[config.mk]
export PLATFORM = sky130hd
export DESIGN_NAME = uer_top
export DESIGN_NICKNAME = d
export VERILOG_FILES = /design/src/logic/uer_pkg.sv /design/src/logic/uer_top.sv
export VERILOG_INCLUDE_DIRS = /design/src /design/src/logic
export SDC_FILE = /design/constraint.sdc
export NUM_CORES = 1
export LEC_CHECK = 0
export ABC_AREA = 1
export BUFFER_PORTS_ARGS = -buffer_cell sky130_fd_sc_hd__clkbuf_2
export CAP_MARGIN = 20
export CORE_MARGIN = 2
export CORE_UTILIZATION = 35
export CTS_BUF_LIST = sky130_fd_sc_hd__clkbuf_4
export CTS_CLUSTER_DIAMETER = 40
export CTS_CLUSTER_SIZE = 12
export DETAILED_ROUTE_END_ITERATION = 7
export PLACE_DENSITY = 0.66
export REMOVE_ABC_BUFFERS = 1
export SLEW_MARGIN = 20
export SYNTH_ARGS = -nofsm -noshare
export SYNTH_HDL_FRONTEND = slang
export SYNTH_SLANG_ARGS = --single-unit
export TNS_END_PERCENT = 5
[constraint.sdc]
create_clock -name mclk_i -period 2.7 [get_ports mclk_i]
set_input_delay 0.405 -clock mclk_i [delete_from_list [all_inputs] [get_ports mclk_i]]
set_output_delay 0.405 -clock mclk_i [all_outputs]
set_load 0.005 [all_outputs]
[src/logic/uer_params.svh]
`ifndef UER_PARAMS_SVH
`define UER_PARAMS_SVH
// cpu-side locations
`define UER_OFF_ACCESS_CTL 8'he0
`define UER_OFF_POINTER 8'he1
`define UER_OFF_DATA 8'he2
// access control fields
`define UER_BIT_REGULATOR 7
`define UER_BIT_WSTROBE 1
`define UER_BIT_RSTROBE 0
// engine register offsets
`define UER_E_DEV_CTL 6'h01
`define UER_E_FUNC_ADDR 6'h08
`define UER_E_IRQ_EN 6'h10
`define UER_E_PWR_CTL 6'h12
`define UER_E_FUNC_IRQ_EN 6'h18
`define UER_E_FUNC_IRQ_FLAGS 6'h1a
`define UER_E_EP_CTL 6'h21
`define UER_E_RX_DATA 6'h23
`define UER_E_RX_CTL 6'h24
`define UER_E_RX_COUNT 6'h26
`define UER_E_EP_SELECT 6'h31
`define UER_E_TX_DATA 6'h33
`define UER_E_TX_CTL 6'h34
`define UER_E_TX_COUNT 6'h36
// device control fields and reset
`define UER_DEV_CTL_RESET 8'h01
`define UER_DEV_CTL_MASK 8'h87
`define UER_BIT_TEST_MODE 7
`define UER_BIT_EP3_DIR 2
`define UER_BIT_PULLUP 1
`define UER_BIT_CONNECT 0
// power control fields
`define UER_BIT_REMOTE_WAKE 5
`define UER_BIT_BUS_RESET 3
`define UER_BIT_RESUME 1
`define UER_BIT_SUSPEND 0
// interrupt enable fields
`define UER_BIT_EN_SUSP_RES 3
`define UER_BIT_EN_FUNC 1
`define UER_IRQ_EN_MASK 8'h8a
`define UER_FUNC_FLAG_MASK 8'h1f
`define UER_EP_CTL_MASK 8'hca
// fifo control fields
`define UER_BIT_FIFO_FLUSH 7
`define UER_BIT_FIFO_RELEASE 4
`endif

[src/logic/uer_pkg.sv]
package uer_pkg;
  typedef logic [7:0] uer_byte_type;
  typedef logic [5:0] uer_eaddr_type;
  typedef logic [1:0] uer_ep_type;
  typedef logic [6:0] uer_func_addr_type;
  typedef logic [4:0] uer_done_type;
  typedef logic [3:0] uer_count_type;
endpackage

[src/logic/uer_top.sv]
`timescale 1ns/1ps
`include "uer_params.svh"
// Function
// - access control bit 7 switches the 3.3V regulator on (1) or off (0).
// - pointer low six bits choose the engine register for indirect access.
// - one data location: writes feed engine writes, reads return fetched bytes.
// - pointer, set write strobe, store data, clear strobe performs engine write.
// - pointer, set read strobe, read data, clear strobe returns addressed register.
// - engine raises interrupt request on each completed transaction.
// - bus reset resets engine state and raises interrupt request.
// - host wake-up while suspended asserts oscillator enable.
// - port3 falling edge while suspended wakes the device for remote wake-up.
// - device control bit 2 makes endpoint 3 transmit (1) or receive (0).
// - device control bit 1 switches on the D- pull-up.
// - device control bit 0 resets to one; zero drives SE0 to disconnect.
// - seven-bit function address, cleared by system or bus reset.
// - power control bit 5 starts remote wake-up signalling on the bus.
// - hardware sets bus reset flag and interrupts; firmware clears it.
// - hardware sets resume flag and interrupts; firmware clears it.
// - hardware sets suspend flag and interrupts; firmware clears it.
// - endpoint select low bits pick endpoint 0-3 for indexed registers.
// - endpoint done flags readable, cleared by writing one.
module uer_top (
  // clock and reset
  input wire logic mclk_i,
  input wire logic arst_n_i,
  // cpu special function register port
  input wire logic [7:0] cpu_addr_i,
  input wire logic cpu_wr_i,
  input wire logic cpu_rd_i,
  input wire uer_pkg::uer_byte_type cpu_wdata_i,
  output uer_pkg::uer_byte_type cpu_rdata_o,
  // engine events
  input wire uer_pkg::uer_done_type xact_done_i,
  input wire logic bus_reset_det_i,
  input wire logic resume_det_i,
  input wire logic suspend_det_i,
  input wire logic host_wakeup_i,
  input wire logic device_suspended_i,
  input wire logic port3_i,
  // engine fifo side
  input wire uer_pkg::uer_byte_type rx_fifo_data_i,
  input wire uer_pkg::uer_count_type rx_byte_count_i,
  output logic rx_fifo_pop_o,
  output logic rx_flush_o,
  output logic rx_release_o,
  output logic tx_flush_o,
  output logic tx_push_o,
  output uer_pkg::uer_byte_type tx_fifo_data_o,
  output logic tx_count_load_o,
  output uer_pkg::uer_count_type tx_byte_count_o,
  // device controls
  output logic regulator_enable_o,
  output logic test_mode_enable_o,
  output logic endpoint3_direction_o,
  output logic minus_line_pullup_enable_o,
  output logic connect_release_o,
  output uer_pkg::uer_func_addr_type function_address_o,
  output uer_pkg::uer_ep_type endpoint_select_o,
  output uer_pkg::uer_byte_type endpoint_control_o,
  output logic remote_wakeup_trigger_o,
  output logic osc_enable_o,
  output logic cpu_wake_o,
  output logic usb_irq_o
);
  import uer_pkg::*;

  logic rst_meta_reg;
  logic rst_n;
  logic port3_meta_reg;
  logic port3_sync_reg;
  logic port3_prev_reg;
  uer_byte_type access_ctl_reg;
  uer_eaddr_type pointer_reg;
  uer_byte_type read_data_reg;
  uer_byte_type dev_ctl_reg;
  uer_func_addr_type func_addr_reg;
  uer_byte_type irq_en_reg;
  uer_byte_type pwr_ctl_reg;
  uer_byte_type pwr_ctl_next;
  uer_byte_type func_irq_en_reg;
  uer_done_type flags_reg;
  uer_done_type flags_next;
  uer_ep_type ep_sel_reg;
  uer_byte_type ep_ctl_reg [0:3];
  uer_byte_type eng_rdata;
  uer_byte_type eng_wdata;
  logic ctl_wr;
  logic ptr_wr;
  logic eng_wr;
  logic rd_start;
  logic osc_reg;
  logic wake_reg;
  logic rx_pop_reg;
  logic rx_flush_reg;
  logic rx_rel_reg;
  logic tx_flush_reg;
  logic tx_push_reg;
  logic tx_cnt_reg;
  uer_byte_type tx_data_reg;
  uer_count_type tx_cnt_val_reg;

  function automatic logic eng_hit(input uer_eaddr_type a, input uer_eaddr_type off);
    eng_hit = (a == off);
  endfunction

  // reset release
  always_ff @(posedge mclk_i or negedge arst_n_i) begin
    if (!arst_n_i) begin
      rst_meta_reg <= 1'b0;
      rst_n <= 1'b0;
    end else begin
      rst_meta_reg <= 1'b1;
      rst_n <= rst_meta_reg;
    end
  end

  // port3 pin synchroniser
  always_ff @(posedge mclk_i or negedge rst_n) begin
    if (!rst_n) begin
      port3_meta_reg <= 1'b1;
      port3_sync_reg <= 1'b1;
      port3_prev_reg <= 1'b1;
    end else begin
      port3_meta_reg <= port3_i;
      port3_sync_reg <= port3_meta_reg;
      port3_prev_reg <= port3_sync_reg;
    end
  end

  assign ctl_wr = cpu_wr_i && (cpu_addr_i == `UER_OFF_ACCESS_CTL);
  assign ptr_wr = cpu_wr_i && (cpu_addr_i == `UER_OFF_POINTER);
  // write performed when data stored with write strobe up
  assign eng_wr = cpu_wr_i && (cpu_addr_i == `UER_OFF_DATA)
    && access_ctl_reg[`UER_BIT_WSTROBE];
  assign eng_wdata = cpu_wdata_i;
  // fetch starts on the rising read strobe
  assign rd_start = ctl_wr && cpu_wdata_i[`UER_BIT_RSTROBE]
    && !access_ctl_reg[`UER_BIT_RSTROBE];

  // access control and pointer
  always_ff @(posedge mclk_i or negedge rst_n) begin
    if (!rst_n) begin
      access_ctl_reg <= 8'h00;
      pointer_reg <= 6'h00;
    end else begin
      if (ctl_wr) begin
        access_ctl_reg <= cpu_wdata_i & 8'h83;
      end
      if (ptr_wr) begin
        pointer_reg <= cpu_wdata_i[5:0];
      end
    end
  end

  assign regulator_enable_o = access_ctl_reg[`UER_BIT_REGULATOR];

  // fetched byte lands on the same edge that stores the read strobe
  always_ff @(posedge mclk_i or negedge rst_n) begin
    if (!rst_n) begin
      read_data_reg <= 8'h00;
    end else if (rd_start) begin
      read_data_reg <= eng_rdata;
    end
  end

  always_comb begin
    cpu_rdata_o = 8'h00;
    unique case (cpu_addr_i)
      `UER_OFF_ACCESS_CTL: cpu_rdata_o = access_ctl_reg;
      `UER_OFF_POINTER: cpu_rdata_o = {2'b00, pointer_reg};
      `UER_OFF_DATA: cpu_rdata_o = read_data_reg;
      default: cpu_rdata_o = 8'h00;
    endcase
  end

  // engine register read mux
  always_comb begin
    eng_rdata = 8'h00;
    unique case (pointer_reg)
      `UER_E_DEV_CTL: eng_rdata = dev_ctl_reg;
      `UER_E_FUNC_ADDR: eng_rdata = {1'b0, func_addr_reg};
      `UER_E_IRQ_EN: eng_rdata = irq_en_reg;
      `UER_E_PWR_CTL: eng_rdata = pwr_ctl_reg;
      `UER_E_FUNC_IRQ_EN: eng_rdata = func_irq_en_reg;
      `UER_E_FUNC_IRQ_FLAGS: eng_rdata = {3'b000, flags_reg};
      `UER_E_EP_CTL: eng_rdata = ep_ctl_reg[ep_sel_reg];
      `UER_E_RX_DATA: eng_rdata = rx_fifo_data_i;
      `UER_E_RX_COUNT: eng_rdata = {4'h0, rx_byte_count_i};
      `UER_E_EP_SELECT: eng_rdata = {6'h00, ep_sel_reg};
      default: eng_rdata = 8'h00;
    endcase
  end

  // device control, system reset only
  always_ff @(posedge mclk_i or negedge rst_n) begin
    if (!rst_n) begin
      dev_ctl_reg <= `UER_DEV_CTL_RESET;
    end else if (eng_wr && eng_hit(pointer_reg, `UER_E_DEV_CTL)) begin
      dev_ctl_reg <= eng_wdata & `UER_DEV_CTL_MASK;
    end
  end

  assign test_mode_enable_o = dev_ctl_reg[`UER_BIT_TEST_MODE];
  assign endpoint3_direction_o = dev_ctl_reg[`UER_BIT_EP3_DIR];
  assign minus_line_pullup_enable_o = dev_ctl_reg[`UER_BIT_PULLUP];
  assign connect_release_o = dev_ctl_reg[`UER_BIT_CONNECT];

  // function address and endpoint select
  always_ff @(posedge mclk_i or negedge rst_n) begin
    if (!rst_n) begin
      func_addr_reg <= 7'h00;
      ep_sel_reg <= 2'b00;
    end else if (bus_reset_det_i) begin
      func_addr_reg <= 7'h00;
      ep_sel_reg <= 2'b00;
    end else if (eng_wr) begin
      if (eng_hit(pointer_reg, `UER_E_FUNC_ADDR)) begin
        func_addr_reg <= eng_wdata[6:0];
      end
      if (eng_hit(pointer_reg, `UER_E_EP_SELECT)) begin
        ep_sel_reg <= eng_wdata[1:0];
      end
    end
  end

  assign function_address_o = func_addr_reg;
  assign endpoint_select_o = ep_sel_reg;

  // indexed endpoint control
  always_ff @(posedge mclk_i or negedge rst_n) begin
    if (!rst_n) begin
      for (int i = 0; i < 4; i++) begin
        ep_ctl_reg[i] <= 8'h00;
      end
    end else if (bus_reset_det_i) begin
      for (int i = 0; i < 4; i++) begin
        ep_ctl_reg[i] <= 8'h00;
      end
    end else if (eng_wr && eng_hit(pointer_reg, `UER_E_EP_CTL)) begin
      ep_ctl_reg[ep_sel_reg] <= eng_wdata & `UER_EP_CTL_MASK;
    end
  end

  assign endpoint_control_o = ep_ctl_reg[ep_sel_reg];

  // interrupt enables
  always_ff @(posedge mclk_i or negedge rst_n) begin
    if (!rst_n) begin
      irq_en_reg <= 8'h00;
      func_irq_en_reg <= 8'h00;
    end else begin
      if (bus_reset_det_i) begin
        func_irq_en_reg <= 8'h00;
      end else if (eng_wr && eng_hit(pointer_reg, `UER_E_FUNC_IRQ_EN)) begin
        func_irq_en_reg <= eng_wdata & `UER_FUNC_FLAG_MASK;
      end
      if (eng_wr && eng_hit(pointer_reg, `UER_E_IRQ_EN)) begin
        irq_en_reg <= eng_wdata & `UER_IRQ_EN_MASK;
      end
    end
  end

  // power flags: writing zero clears, a detect in the same cycle wins
  always_comb begin
    pwr_ctl_next = pwr_ctl_reg;
    if (eng_wr && eng_hit(pointer_reg, `UER_E_PWR_CTL)) begin
      pwr_ctl_next[`UER_BIT_REMOTE_WAKE] = eng_wdata[`UER_BIT_REMOTE_WAKE];
      pwr_ctl_next[`UER_BIT_BUS_RESET] = pwr_ctl_reg[`UER_BIT_BUS_RESET]
        & eng_wdata[`UER_BIT_BUS_RESET];
      pwr_ctl_next[`UER_BIT_RESUME] = pwr_ctl_reg[`UER_BIT_RESUME]
        & eng_wdata[`UER_BIT_RESUME];
      pwr_ctl_next[`UER_BIT_SUSPEND] = pwr_ctl_reg[`UER_BIT_SUSPEND]
        & eng_wdata[`UER_BIT_SUSPEND];
    end
    if (bus_reset_det_i) begin
      pwr_ctl_next = 8'h00;
      pwr_ctl_next[`UER_BIT_BUS_RESET] = 1'b1;
    end
    if (resume_det_i) begin
      pwr_ctl_next[`UER_BIT_RESUME] = 1'b1;
    end
    if (suspend_det_i) begin
      pwr_ctl_next[`UER_BIT_SUSPEND] = 1'b1;
    end
  end

  always_ff @(posedge mclk_i or negedge rst_n) begin
    if (!rst_n) begin
      pwr_ctl_reg <= 8'h00;
    end else begin
      pwr_ctl_reg <= pwr_ctl_next;
    end
  end

  assign remote_wakeup_trigger_o = pwr_ctl_reg[`UER_BIT_REMOTE_WAKE];

  // endpoint done flags, write one to clear, set wins
  always_comb begin
    flags_next = flags_reg;
    if (eng_wr && eng_hit(pointer_reg, `UER_E_FUNC_IRQ_FLAGS)) begin
      flags_next = flags_reg & ~eng_wdata[4:0];
    end
    if (bus_reset_det_i) begin
      flags_next = 5'h00;
    end
    flags_next = flags_next | xact_done_i;
  end

  always_ff @(posedge mclk_i or negedge rst_n) begin
    if (!rst_n) begin
      flags_reg <= 5'h00;
    end else begin
      flags_reg <= flags_next;
    end
  end

  assign usb_irq_o = (irq_en_reg[`UER_BIT_EN_FUNC] && |(flags_reg & func_irq_en_reg[4:0]))
    || (irq_en_reg[`UER_BIT_EN_SUSP_RES] && (pwr_ctl_reg[`UER_BIT_BUS_RESET]
    || pwr_ctl_reg[`UER_BIT_RESUME] || pwr_ctl_reg[`UER_BIT_SUSPEND]));

  // wake-up signals
  always_ff @(posedge mclk_i or negedge rst_n) begin
    if (!rst_n) begin
      osc_reg <= 1'b0;
      wake_reg <= 1'b0;
    end else begin
      osc_reg <= device_suspended_i && host_wakeup_i;
      wake_reg <= device_suspended_i && port3_prev_reg && !port3_sync_reg;
    end
  end

  assign osc_enable_o = osc_reg;
  assign cpu_wake_o = wake_reg;

  // fifo side strobes
  always_ff @(posedge mclk_i or negedge rst_n) begin
    if (!rst_n) begin
      rx_pop_reg <= 1'b0;
      rx_flush_reg <= 1'b0;
      rx_rel_reg <= 1'b0;
      tx_flush_reg <= 1'b0;
      tx_push_reg <= 1'b0;
      tx_cnt_reg <= 1'b0;
    end else begin
      rx_pop_reg <= rd_start && eng_hit(pointer_reg, `UER_E_RX_DATA);
      rx_flush_reg <= eng_wr && eng_hit(pointer_reg, `UER_E_RX_CTL)
        && eng_wdata[`UER_BIT_FIFO_FLUSH];
      rx_rel_reg <= eng_wr && eng_hit(pointer_reg, `UER_E_RX_CTL)
        && eng_wdata[`UER_BIT_FIFO_RELEASE];
      tx_flush_reg <= eng_wr && eng_hit(pointer_reg, `UER_E_TX_CTL)
        && eng_wdata[`UER_BIT_FIFO_FLUSH];
      tx_push_reg <= eng_wr && eng_hit(pointer_reg, `UER_E_TX_DATA);
      tx_cnt_reg <= eng_wr && eng_hit(pointer_reg, `UER_E_TX_COUNT);
    end
  end

  always_ff @(posedge mclk_i or negedge rst_n) begin
    if (!rst_n) begin
      tx_data_reg <= 8'h00;
      tx_cnt_val_reg <= 4'h0;
    end else if (eng_wr) begin
      if (eng_hit(pointer_reg, `UER_E_TX_DATA)) begin
        tx_data_reg <= eng_wdata;
      end
      if (eng_hit(pointer_reg, `UER_E_TX_COUNT)) begin
        tx_cnt_val_reg <= eng_wdata[3:0];
      end
    end
  end

  assign rx_fifo_pop_o = rx_pop_reg;
  assign rx_flush_o = rx_flush_reg;
  assign rx_release_o = rx_rel_reg;
  assign tx_flush_o = tx_flush_reg;
  assign tx_push_o = tx_push_reg;
  assign tx_fifo_data_o = tx_data_reg;
  assign tx_count_load_o = tx_cnt_reg;
  assign tx_byte_count_o = tx_cnt_val_reg;

endmodule

==> summary.txt, run 1 <==
DRT
---------------------------------------------------------------------------------------
Via-per-instance ratio                                                             4.89
Average wire per standard cell                                                  14.8 um
Total via count after detailed routing                                             4147
WL final                                                                       12500 um
DRC                                                                                   0
Iteration count of the initial detailed-routing pass                                  5
Number of nets with antenna violations after detailed routing                         0
Number of violations reported at the end of detailed-routing iteration 0            283

PWR
---------------------------------------------------------------------------------------
Power density cells                                                         452 nW/um^2
Highest ir drop seen on vdd                                                  0.000250 V
Overall power                                                                   2.35 mW
Design internal power                                                           1.70 mW
Clock Power Share                                                                 0.325
Switching power of the nets                                                    0.647 mW
Switching Fraction                                                                0.276
Logic pwr share                                                                   0.082
Proportion of power drawn by flip-flops and latches                               0.593
LEAKAGE                                                                         2.83 nW

YOSYS
---------------------------------------------------------------------------------------
Yosys warning total                                                                   0
Predominant post-synthesis flop cell                                       sky130_fd_sc_hd__dfrtp_1
Synthesized area per cell                                                    7.64 sq um
Most common cell in the synthesized netlist                                sky130_fd_sc_hd__nand2_1
Commonest cells in the netlist                                             sky130_fd_sc_hd__nand2_1 (204), sky130_fd_sc_hd__dfrtp_1 (84), sky130_fd_sc_hd__nor2_1 (58), sky130_fd_sc_hd__inv_1 (57), sky130_fd_sc_hd__nand3_1 (48)
Summed instance area of the synthesized netlist                              4420 sq um
Cells taking the most area after synthesis                                 sky130_fd_sc_hd__dfrtp_1 (48%), sky130_fd_sc_hd__nand2_1 (17%), sky130_fd_sc_hd__nand3_1 (5.4%), sky130_fd_sc_hd__nor2_1 (4.9%), sky130_fd_sc_hd__inv_1 (4.8%)
Flops & latches, synth                                                               88
EDFF count, synth                                                                     0
Synth unique cells                                                                   33
Cell taking the most area after synthesis                                  sky130_fd_sc_hd__dfrtp_1
Sequential-to-total area share from yosys stat                                    0.500
Post-synthesis async set-or-reset flop share                                       1.00
Cell count after synthesis                                                          578
Yosys top cell area share                                                         0.476
Area share of and/or/nand/nor cells after synthesis                               0.356
Adder and majority gate portion of the synthesized area                               0
Xor and xnor fraction of the mapped netlist area                                      0
Largest family of logic cells by synthesized area                          simple AND/OR/NAND/NOR gates
Mux cell area share after synthesis                                                   0
Share of the synthesized area in compound gates (AO/OA/AOI/OAI)                  0.0700

CRITICAL PATH
---------------------------------------------------------------------------------------
Crit-path max FO                                                                     12
R2R setup slack                                                                 0.91 ns
Endpoint type of the worst setup path                                      primary output
Buffer and inverter count on the worst path                                           2
Cell count of the worst reg-to-reg path                                               8
Cells along the critical path                                              nor2_1 > inv_1 > nor2_1 > nor2_1 > and2_1 > clkbuf_2
Worst stage delay on the critical path                                          0.57 ns
R2r endpoint                                                               pwr_ctl_reg[0]
Slowest-stage cell, CP                                                     sky130_fd_sc_hd__dfrtp_1
CP delay by family, top                                                    simple AND/OR/NAND/NOR gates
Arrival time at the worst endpoint                                              1.97 ns
Required time of the critical path                                              2.30 ns
Critical path's most frequent cell                                         sky130_fd_sc_hd__nor2_1
CP Class                                                                        reg2out
Category of the worst setup path launch point                                 flip-flop
Source of the worst register-to-register timing path                       pointer_reg[5]

TIMING
---------------------------------------------------------------------------------------
Final setup violating endpoints                                                       0
Slew Limit Fails                                                                      0
Max frequency                                                                 0.420 GHz
Worst hold slack across all endpoints                                          0.118 ns
Normalized max-slew margin                                                        0.633
Transition time at the pin with the least slew margin                          0.551 ns
Total count of hold-check failures in the final report                                0
Post-route clock skew                                                         0.0270 ns
Final-layout setup total negative slack                                            0 ns
Setup repair after global routing missed its margin                                  no
Final Critical Period                                                           2.38 ns
Final worst path period share                                                     0.881

FINISH
---------------------------------------------------------------------------------------
Layout overhead on the synthesized area                                           17.5%
Layout Nets                                                                         713
Share of final-layout standard cells stronger than drive strength 1               0.207
Total area of multi-input combinational cells                                1900 sq um
Non-Filler Instances                                                                848
Number of flip-flops under the largest register name                                 16
Storage cell area                                                            2210 sq um
Number of filler cells placed in the layout                                        1315

CLOCKING
---------------------------------------------------------------------------------------
Clock transition at the registers of the reported paths                         0.15 ns
Clock buffers created by TritonCTS                                                    9
Latest clock arrival within the worst-skew pair                                 0.46 ns
Number of gates resized after CTS                                                     0
Clock Sinks                                                                          88
Clock root cell                                                            sky130_fd_sc_hd__clkbuf_4
Hold bufs inserted after CTS                                                          2
Setup Buffers After CTS                                                               0
Clock tree from TritonCTS                                                         built
Number of H-tree levels                                                               3
Maximum number of buffers from clock root to sink                                     2

RUN
---------------------------------------------------------------------------------------
Max-cap violations                                                                    0

FLOORPLANNING
---------------------------------------------------------------------------------------
Core Region                                                                 12500 sq um
Die H                                                                            116 um
Die Width                                                                        116 um
# rows                                                                               41
Effective utilization at floorplan                                                0.354
Die Area                                                                    13500 sq um
IO Count                                                                             95

GLOBAL ROUTE
---------------------------------------------------------------------------------------
Tot GR Track Use                                                                  0.194
Number of antenna violations at the first check in global routing                     1
Pin count of the biggest net entering global routing                                 45
Vias in the first global route                                                     4062
Global-route congestion overflow total                                                0
Global-route wire length before repair                                         20000 um

PLACED DESIGN
---------------------------------------------------------------------------------------
Buffers added on ports                                                               89
Count of placed standard cells including taps                                       829
Post-DP HPWL                                                                    9430 um
Routability-driven placement congestion ratio                                     0.936

HOLD PATH
---------------------------------------------------------------------------------------
Hold crit path type                                                              in2reg
Worst hold start                                                           host_wakeup_i
Worst Hold Path Cells                                                                 3
Worst Hold End                                                             osc_enable_o

OUTCOME
---------------------------------------------------------------------------------------
Status                                                                        completed

[final cells by class]
type / instances / area share
Clock buffer: 9 / 0.0130
Antenna cell: 1 / 0.000482
Inverter: 60 / 0.0434
Clock inverter: 7 / 0.0133
Sequential cell: 88 / 0.426
Timing Repair Buffer: 94 / 0.0964
Multi-Input combinational cell: 417 / 0.366
Tap cell: 172 / 0.0414
[power groups by stage]
| stage | sequential [mW] | clock (mW) | combinational (mW) |
|---|---|---|---|
| floorplan | 1.41 | 0 | 0.0901 |
| global placement | 1.41 | 0 | 0.186 |
| detailed placement | 1.42 | 0 | 0.189 |
| CTS | 1.39 | 0.777 | 0.192 |
| global route | 1.40 | 0.827 | 0.217 |
| finish | 1.39 | 0.762 | 0.192 |
[stage by stage]
step	util	area (sq um)	setup WS (ns)
floorplan	-	4330	0.0744
finish	0.417	5190	0.320
global route	0.417	5190	0.198
global placement	0.404	5030	0.822
CTS	0.416	5190	0.331
detailed placement	0.404	5030	0.788
[how the worst max path moves through the flow]
stage,cells after the start,slack (ns),startpoint,endpoint
global placement,6,0.82,cpu_addr_i[5],cpu_rdata_o[1]
CTS,6,0.33,endpoint_select_o[0],endpoint_control_o[3]
global route,6,0.20,endpoint_select_o[0],endpoint_control_o[3]
detailed placement,6,0.79,cpu_addr_i[5],cpu_rdata_o[5]
floorplan,0,0.07,rst_n,access_ctl_reg[0]
finish,6,0.32,endpoint_select_o[0],endpoint_control_o[3]
[metal layers]
metal / part of all wire / global-route usage / up-vias
met5: 0 / 0 / -
met4: 0.020 / 0.0929 / 0
met3: 0.063 / 0.0265 / 24
met2: 0.46 / 0.311 / 162
met1: 0.45 / 0.261 / 1943
li1: - / - / 2018
[cell usage in the layout, fill, tap and decap left out, types with 4 or more instances in the layout]
master,instances
sky130_fd_sc_hd__o21bai_1,5
sky130_fd_sc_hd__o21ai_1,12
sky130_fd_sc_hd__dfrtp_1,83
sky130_fd_sc_hd__clkbuf_4,9
sky130_fd_sc_hd__conb_1,5
sky130_fd_sc_hd__nor2_4,4
sky130_fd_sc_hd__nor2_1,58
sky130_fd_sc_hd__nor2_2,6
sky130_fd_sc_hd__nand2_1,204
sky130_fd_sc_hd__o21ai_0,30
sky130_fd_sc_hd__dfstp_2,4
sky130_fd_sc_hd__inv_1,57
sky130_fd_sc_hd__nand2_2,8
sky130_fd_sc_hd__clkbuf_2,89
sky130_fd_sc_hd__nand4_1,20
sky130_fd_sc_hd__nand3_1,48
[worst reg2reg max path, stage by stage (launching register included)]
cell	delay, ns
sky130_fd_sc_hd__dfrtp_1	0.43
sky130_fd_sc_hd__inv_1	0.18
sky130_fd_sc_hd__nand2_1	0.16
sky130_fd_sc_hd__inv_1	0.16
sky130_fd_sc_hd__nand2_1	0.10
sky130_fd_sc_hd__nor2_2	0.25
sky130_fd_sc_hd__nand3_1	0.24
sky130_fd_sc_hd__nand3_1	0.13
sky130_fd_sc_hd__nand2_1	0.06
[logic make-up (layout without fill, tap and decap cells)]
family	count (synthesis)	in the layout
other	2	6
and+or+nand+nor	357	357
AOI/OAI and AO/OA	55	55
DFF	88	88
buffers and inverters	76	170
No activity file was read; power rests on OpenSTA's default activity.
==> run 2, diff against run 1 <==
Settings changed: PLACE_DENSITY 0.66 to 0.58.
==> run 2 against run 1 <==
Compared with the run above:
- clock skew is 0.011 ns lower
- worst hold slack is essentially flat
- non-clock buffer count is 1 higher
- largest cell class unchanged
- sequential cell count stayed put
- routed wire length up 0.30%
- clock power rose by 3.5%
==> summary.txt, run 2 (synthesis results as in run 1) <==
OUTCOME
---------------------------------------------------------------------------------------
Status                                                                        completed

PLACED DESIGN
---------------------------------------------------------------------------------------
Post-DP HPWL                                                                    9400 um
Buffers added on ports                                                               89
Count of placed standard cells including taps                                       829
Routability-driven placement congestion ratio                                     0.927
Setup slack at placement                                                       0.778 ns

CLOCKING
---------------------------------------------------------------------------------------
Number of gates resized after CTS                                                     0
Clock buffers created by TritonCTS                                                    9
Maximum number of buffers from clock root to sink                                     2
Clock transition at the registers of the reported paths                         0.15 ns
Latest clock arrival within the worst-skew pair                                 0.45 ns
Clock tree from TritonCTS                                                         built
Hold bufs inserted after CTS                                                          2
Clock Sinks                                                                          88
Number of H-tree levels                                                               3
Setup Buffers After CTS                                                               0
Clock root cell                                                            sky130_fd_sc_hd__clkbuf_4

TIMING
---------------------------------------------------------------------------------------
Transition time at the pin with the least slew margin                          0.805 ns
Setup ws final                                                                 0.319 ns
Total count of hold-check failures in the final report                                0
Setup repair after global routing missed its margin                                  no
Final worst path period share                                                     0.882
Final Critical Period                                                           2.38 ns
Normalized max-slew margin                                                        0.463
Final-layout setup total negative slack                                            0 ns
Max frequency                                                                 0.420 GHz
Final setup violating endpoints                                                       0
Slew Limit Fails                                                                      0
Post-route clock skew                                                         0.0163 ns
Worst hold slack across all endpoints                                          0.118 ns

DRT
---------------------------------------------------------------------------------------
Average wire per standard cell                                                  14.8 um
Via-per-instance ratio                                                             4.80
Number of violations reported at the end of detailed-routing iteration 0            352
DRC                                                                                   0
Iteration count of the initial detailed-routing pass                                  5
Number of nets with antenna violations after detailed routing                         0
WL final                                                                       12600 um
Total via count after detailed routing                                             4076

GLOBAL ROUTE
---------------------------------------------------------------------------------------
Tot GR Track Use                                                                  0.194
Global-route congestion overflow total                                                0
Pin count of the biggest net entering global routing                                 85
Vias in the first global route                                                     3950
Global-route wire length before repair                                         20000 um
Number of antenna violations at the first check in global routing                     1

PWR
---------------------------------------------------------------------------------------
Highest ir drop seen on vdd                                                  0.000246 V
Power density cells                                                         455 nW/um^2
LEAKAGE                                                                         2.84 nW

FLOORPLANNING
---------------------------------------------------------------------------------------
Core Region                                                                 12500 sq um
Die Width                                                                        116 um
# rows                                                                               41
Effective utilization at floorplan                                                0.354
Die H                                                                            116 um
IO Count                                                                             95
Die Area                                                                    13500 sq um

FINISH
---------------------------------------------------------------------------------------
Share of final-layout standard cells stronger than drive strength 1               0.209
Layout overhead on the synthesized area                                           18.4%
Most frequent cells in the layout                                          sky130_fd_sc_hd__nand2_1 (204), sky130_fd_sc_hd__clkbuf_2 (89), sky130_fd_sc_hd__dfrtp_1 (83), sky130_fd_sc_hd__nor2_1 (58), sky130_fd_sc_hd__inv_1 (57)
Number of filler cells placed in the layout                                        1313
Number of flip-flops under the largest register name                                 16
Leading cell type in the layout, fill and taps excluded                    sky130_fd_sc_hd__nand2_1
Layout Nets                                                                         714
Non-Filler Instances                                                                849

HOLD PATH
---------------------------------------------------------------------------------------
Worst hold start                                                           host_wakeup_i
Worst Hold Path Cells                                                                 3
Worst Hold End                                                             osc_enable_o
Hold crit path type                                                              in2reg

CRITICAL PATH
---------------------------------------------------------------------------------------
Start point of the critical path                                           endpoint_select_o[0]
Worst stage delay on the critical path                                          0.56 ns
Endpoint type of the worst setup path                                      primary output
Critical path's most frequent cell                                         sky130_fd_sc_hd__nor2_1
Required time of the critical path                                              2.30 ns
Arrival time at the worst endpoint                                              1.98 ns
CP Class                                                                        reg2out
Cell depth of the worst setup path                                                    6
Slowest-stage cell, CP                                                     sky130_fd_sc_hd__dfrtp_1
Cell count of the worst reg-to-reg path                                               8
R2R setup slack                                                                 0.91 ns
R2r endpoint                                                               pwr_ctl_reg[1]
Buffer and inverter count on the worst path                                           2
Source of the worst register-to-register timing path                       pointer_reg[5]
Cells along the critical path                                              nor2_1 > inv_1 > nor2_1 > nor2_1 > and2_1 > clkbuf_2
CP delay by family, top                                                    simple AND/OR/NAND/NOR gates
Crit-path max FO                                                                     12
Category of the worst setup path launch point                                 flip-flop

RUN
---------------------------------------------------------------------------------------
Max-cap violations                                                                    0

## run 2: metal layers
metal | vias to the layer above | share of wire | global-route usage | wire length [um]
li1 | 2027 | - | - | -
met1 | 1922 | 0.46 | 0.273 | 5810
met2 | 118 | 0.47 | 0.313 | 5930
met3 | 9 | 0.055 | 0.0291 | 685
met4 | 0 | 0.011 | 0.0556 | 132
met5 | - | 0 | 0 | 0
## run 2: layout make-up
cell class                      count  area (sq um)  share of cell area
Inverter                           60           225              0.0431
Tap cell                          172           215              0.0412
Timing Repair Buffer               95           528               0.101
Multi-Input combinational cell    417          1900               0.364
Clock inverter                      7          77.6              0.0148
Sequential cell                    88          2210               0.423
Clock buffer                        9          67.6              0.0129
Antenna cell                        1          2.50            0.000479
## run 2: worst min-delay path: cells and delay by family
| family | cells | cell delay [ns] |
|---|---|---|
| simple gates | 1 | 0.04 |
| buf+inv | 2 | 0.11 |
## run 2: how the worst max path moves through the flow
stage / endpoint / slack, ns
2_1_floorplan: access_ctl_reg[0] / 0.07
3_3_place_gp: cpu_rdata_o[1] / 0.81
3_5_place_dp: cpu_rdata_o[5] / 0.78
4_1_cts: endpoint_control_o[3] / 0.32
5_1_grt: endpoint_control_o[7] / 0.20
6_report: endpoint_control_o[3] / 0.32
## run 2: power breakdown
group	internal, mW	switching, mW
Sequential	1.35	0.0372
Combinational	0.0654	0.135
Clock	0.292	0.497
Total	1.71	0.670
## run 2: metrics by stage
step	instance area (sq um)	util	total power, mW
after global routing	5230	0.419	2.49
after CTS	5200	0.417	2.40
after detailed placement	5030	0.404	1.61
final	5230	0.419	2.38
after floorplan	4330	-	1.50
after global placement	5030	0.404	1.60
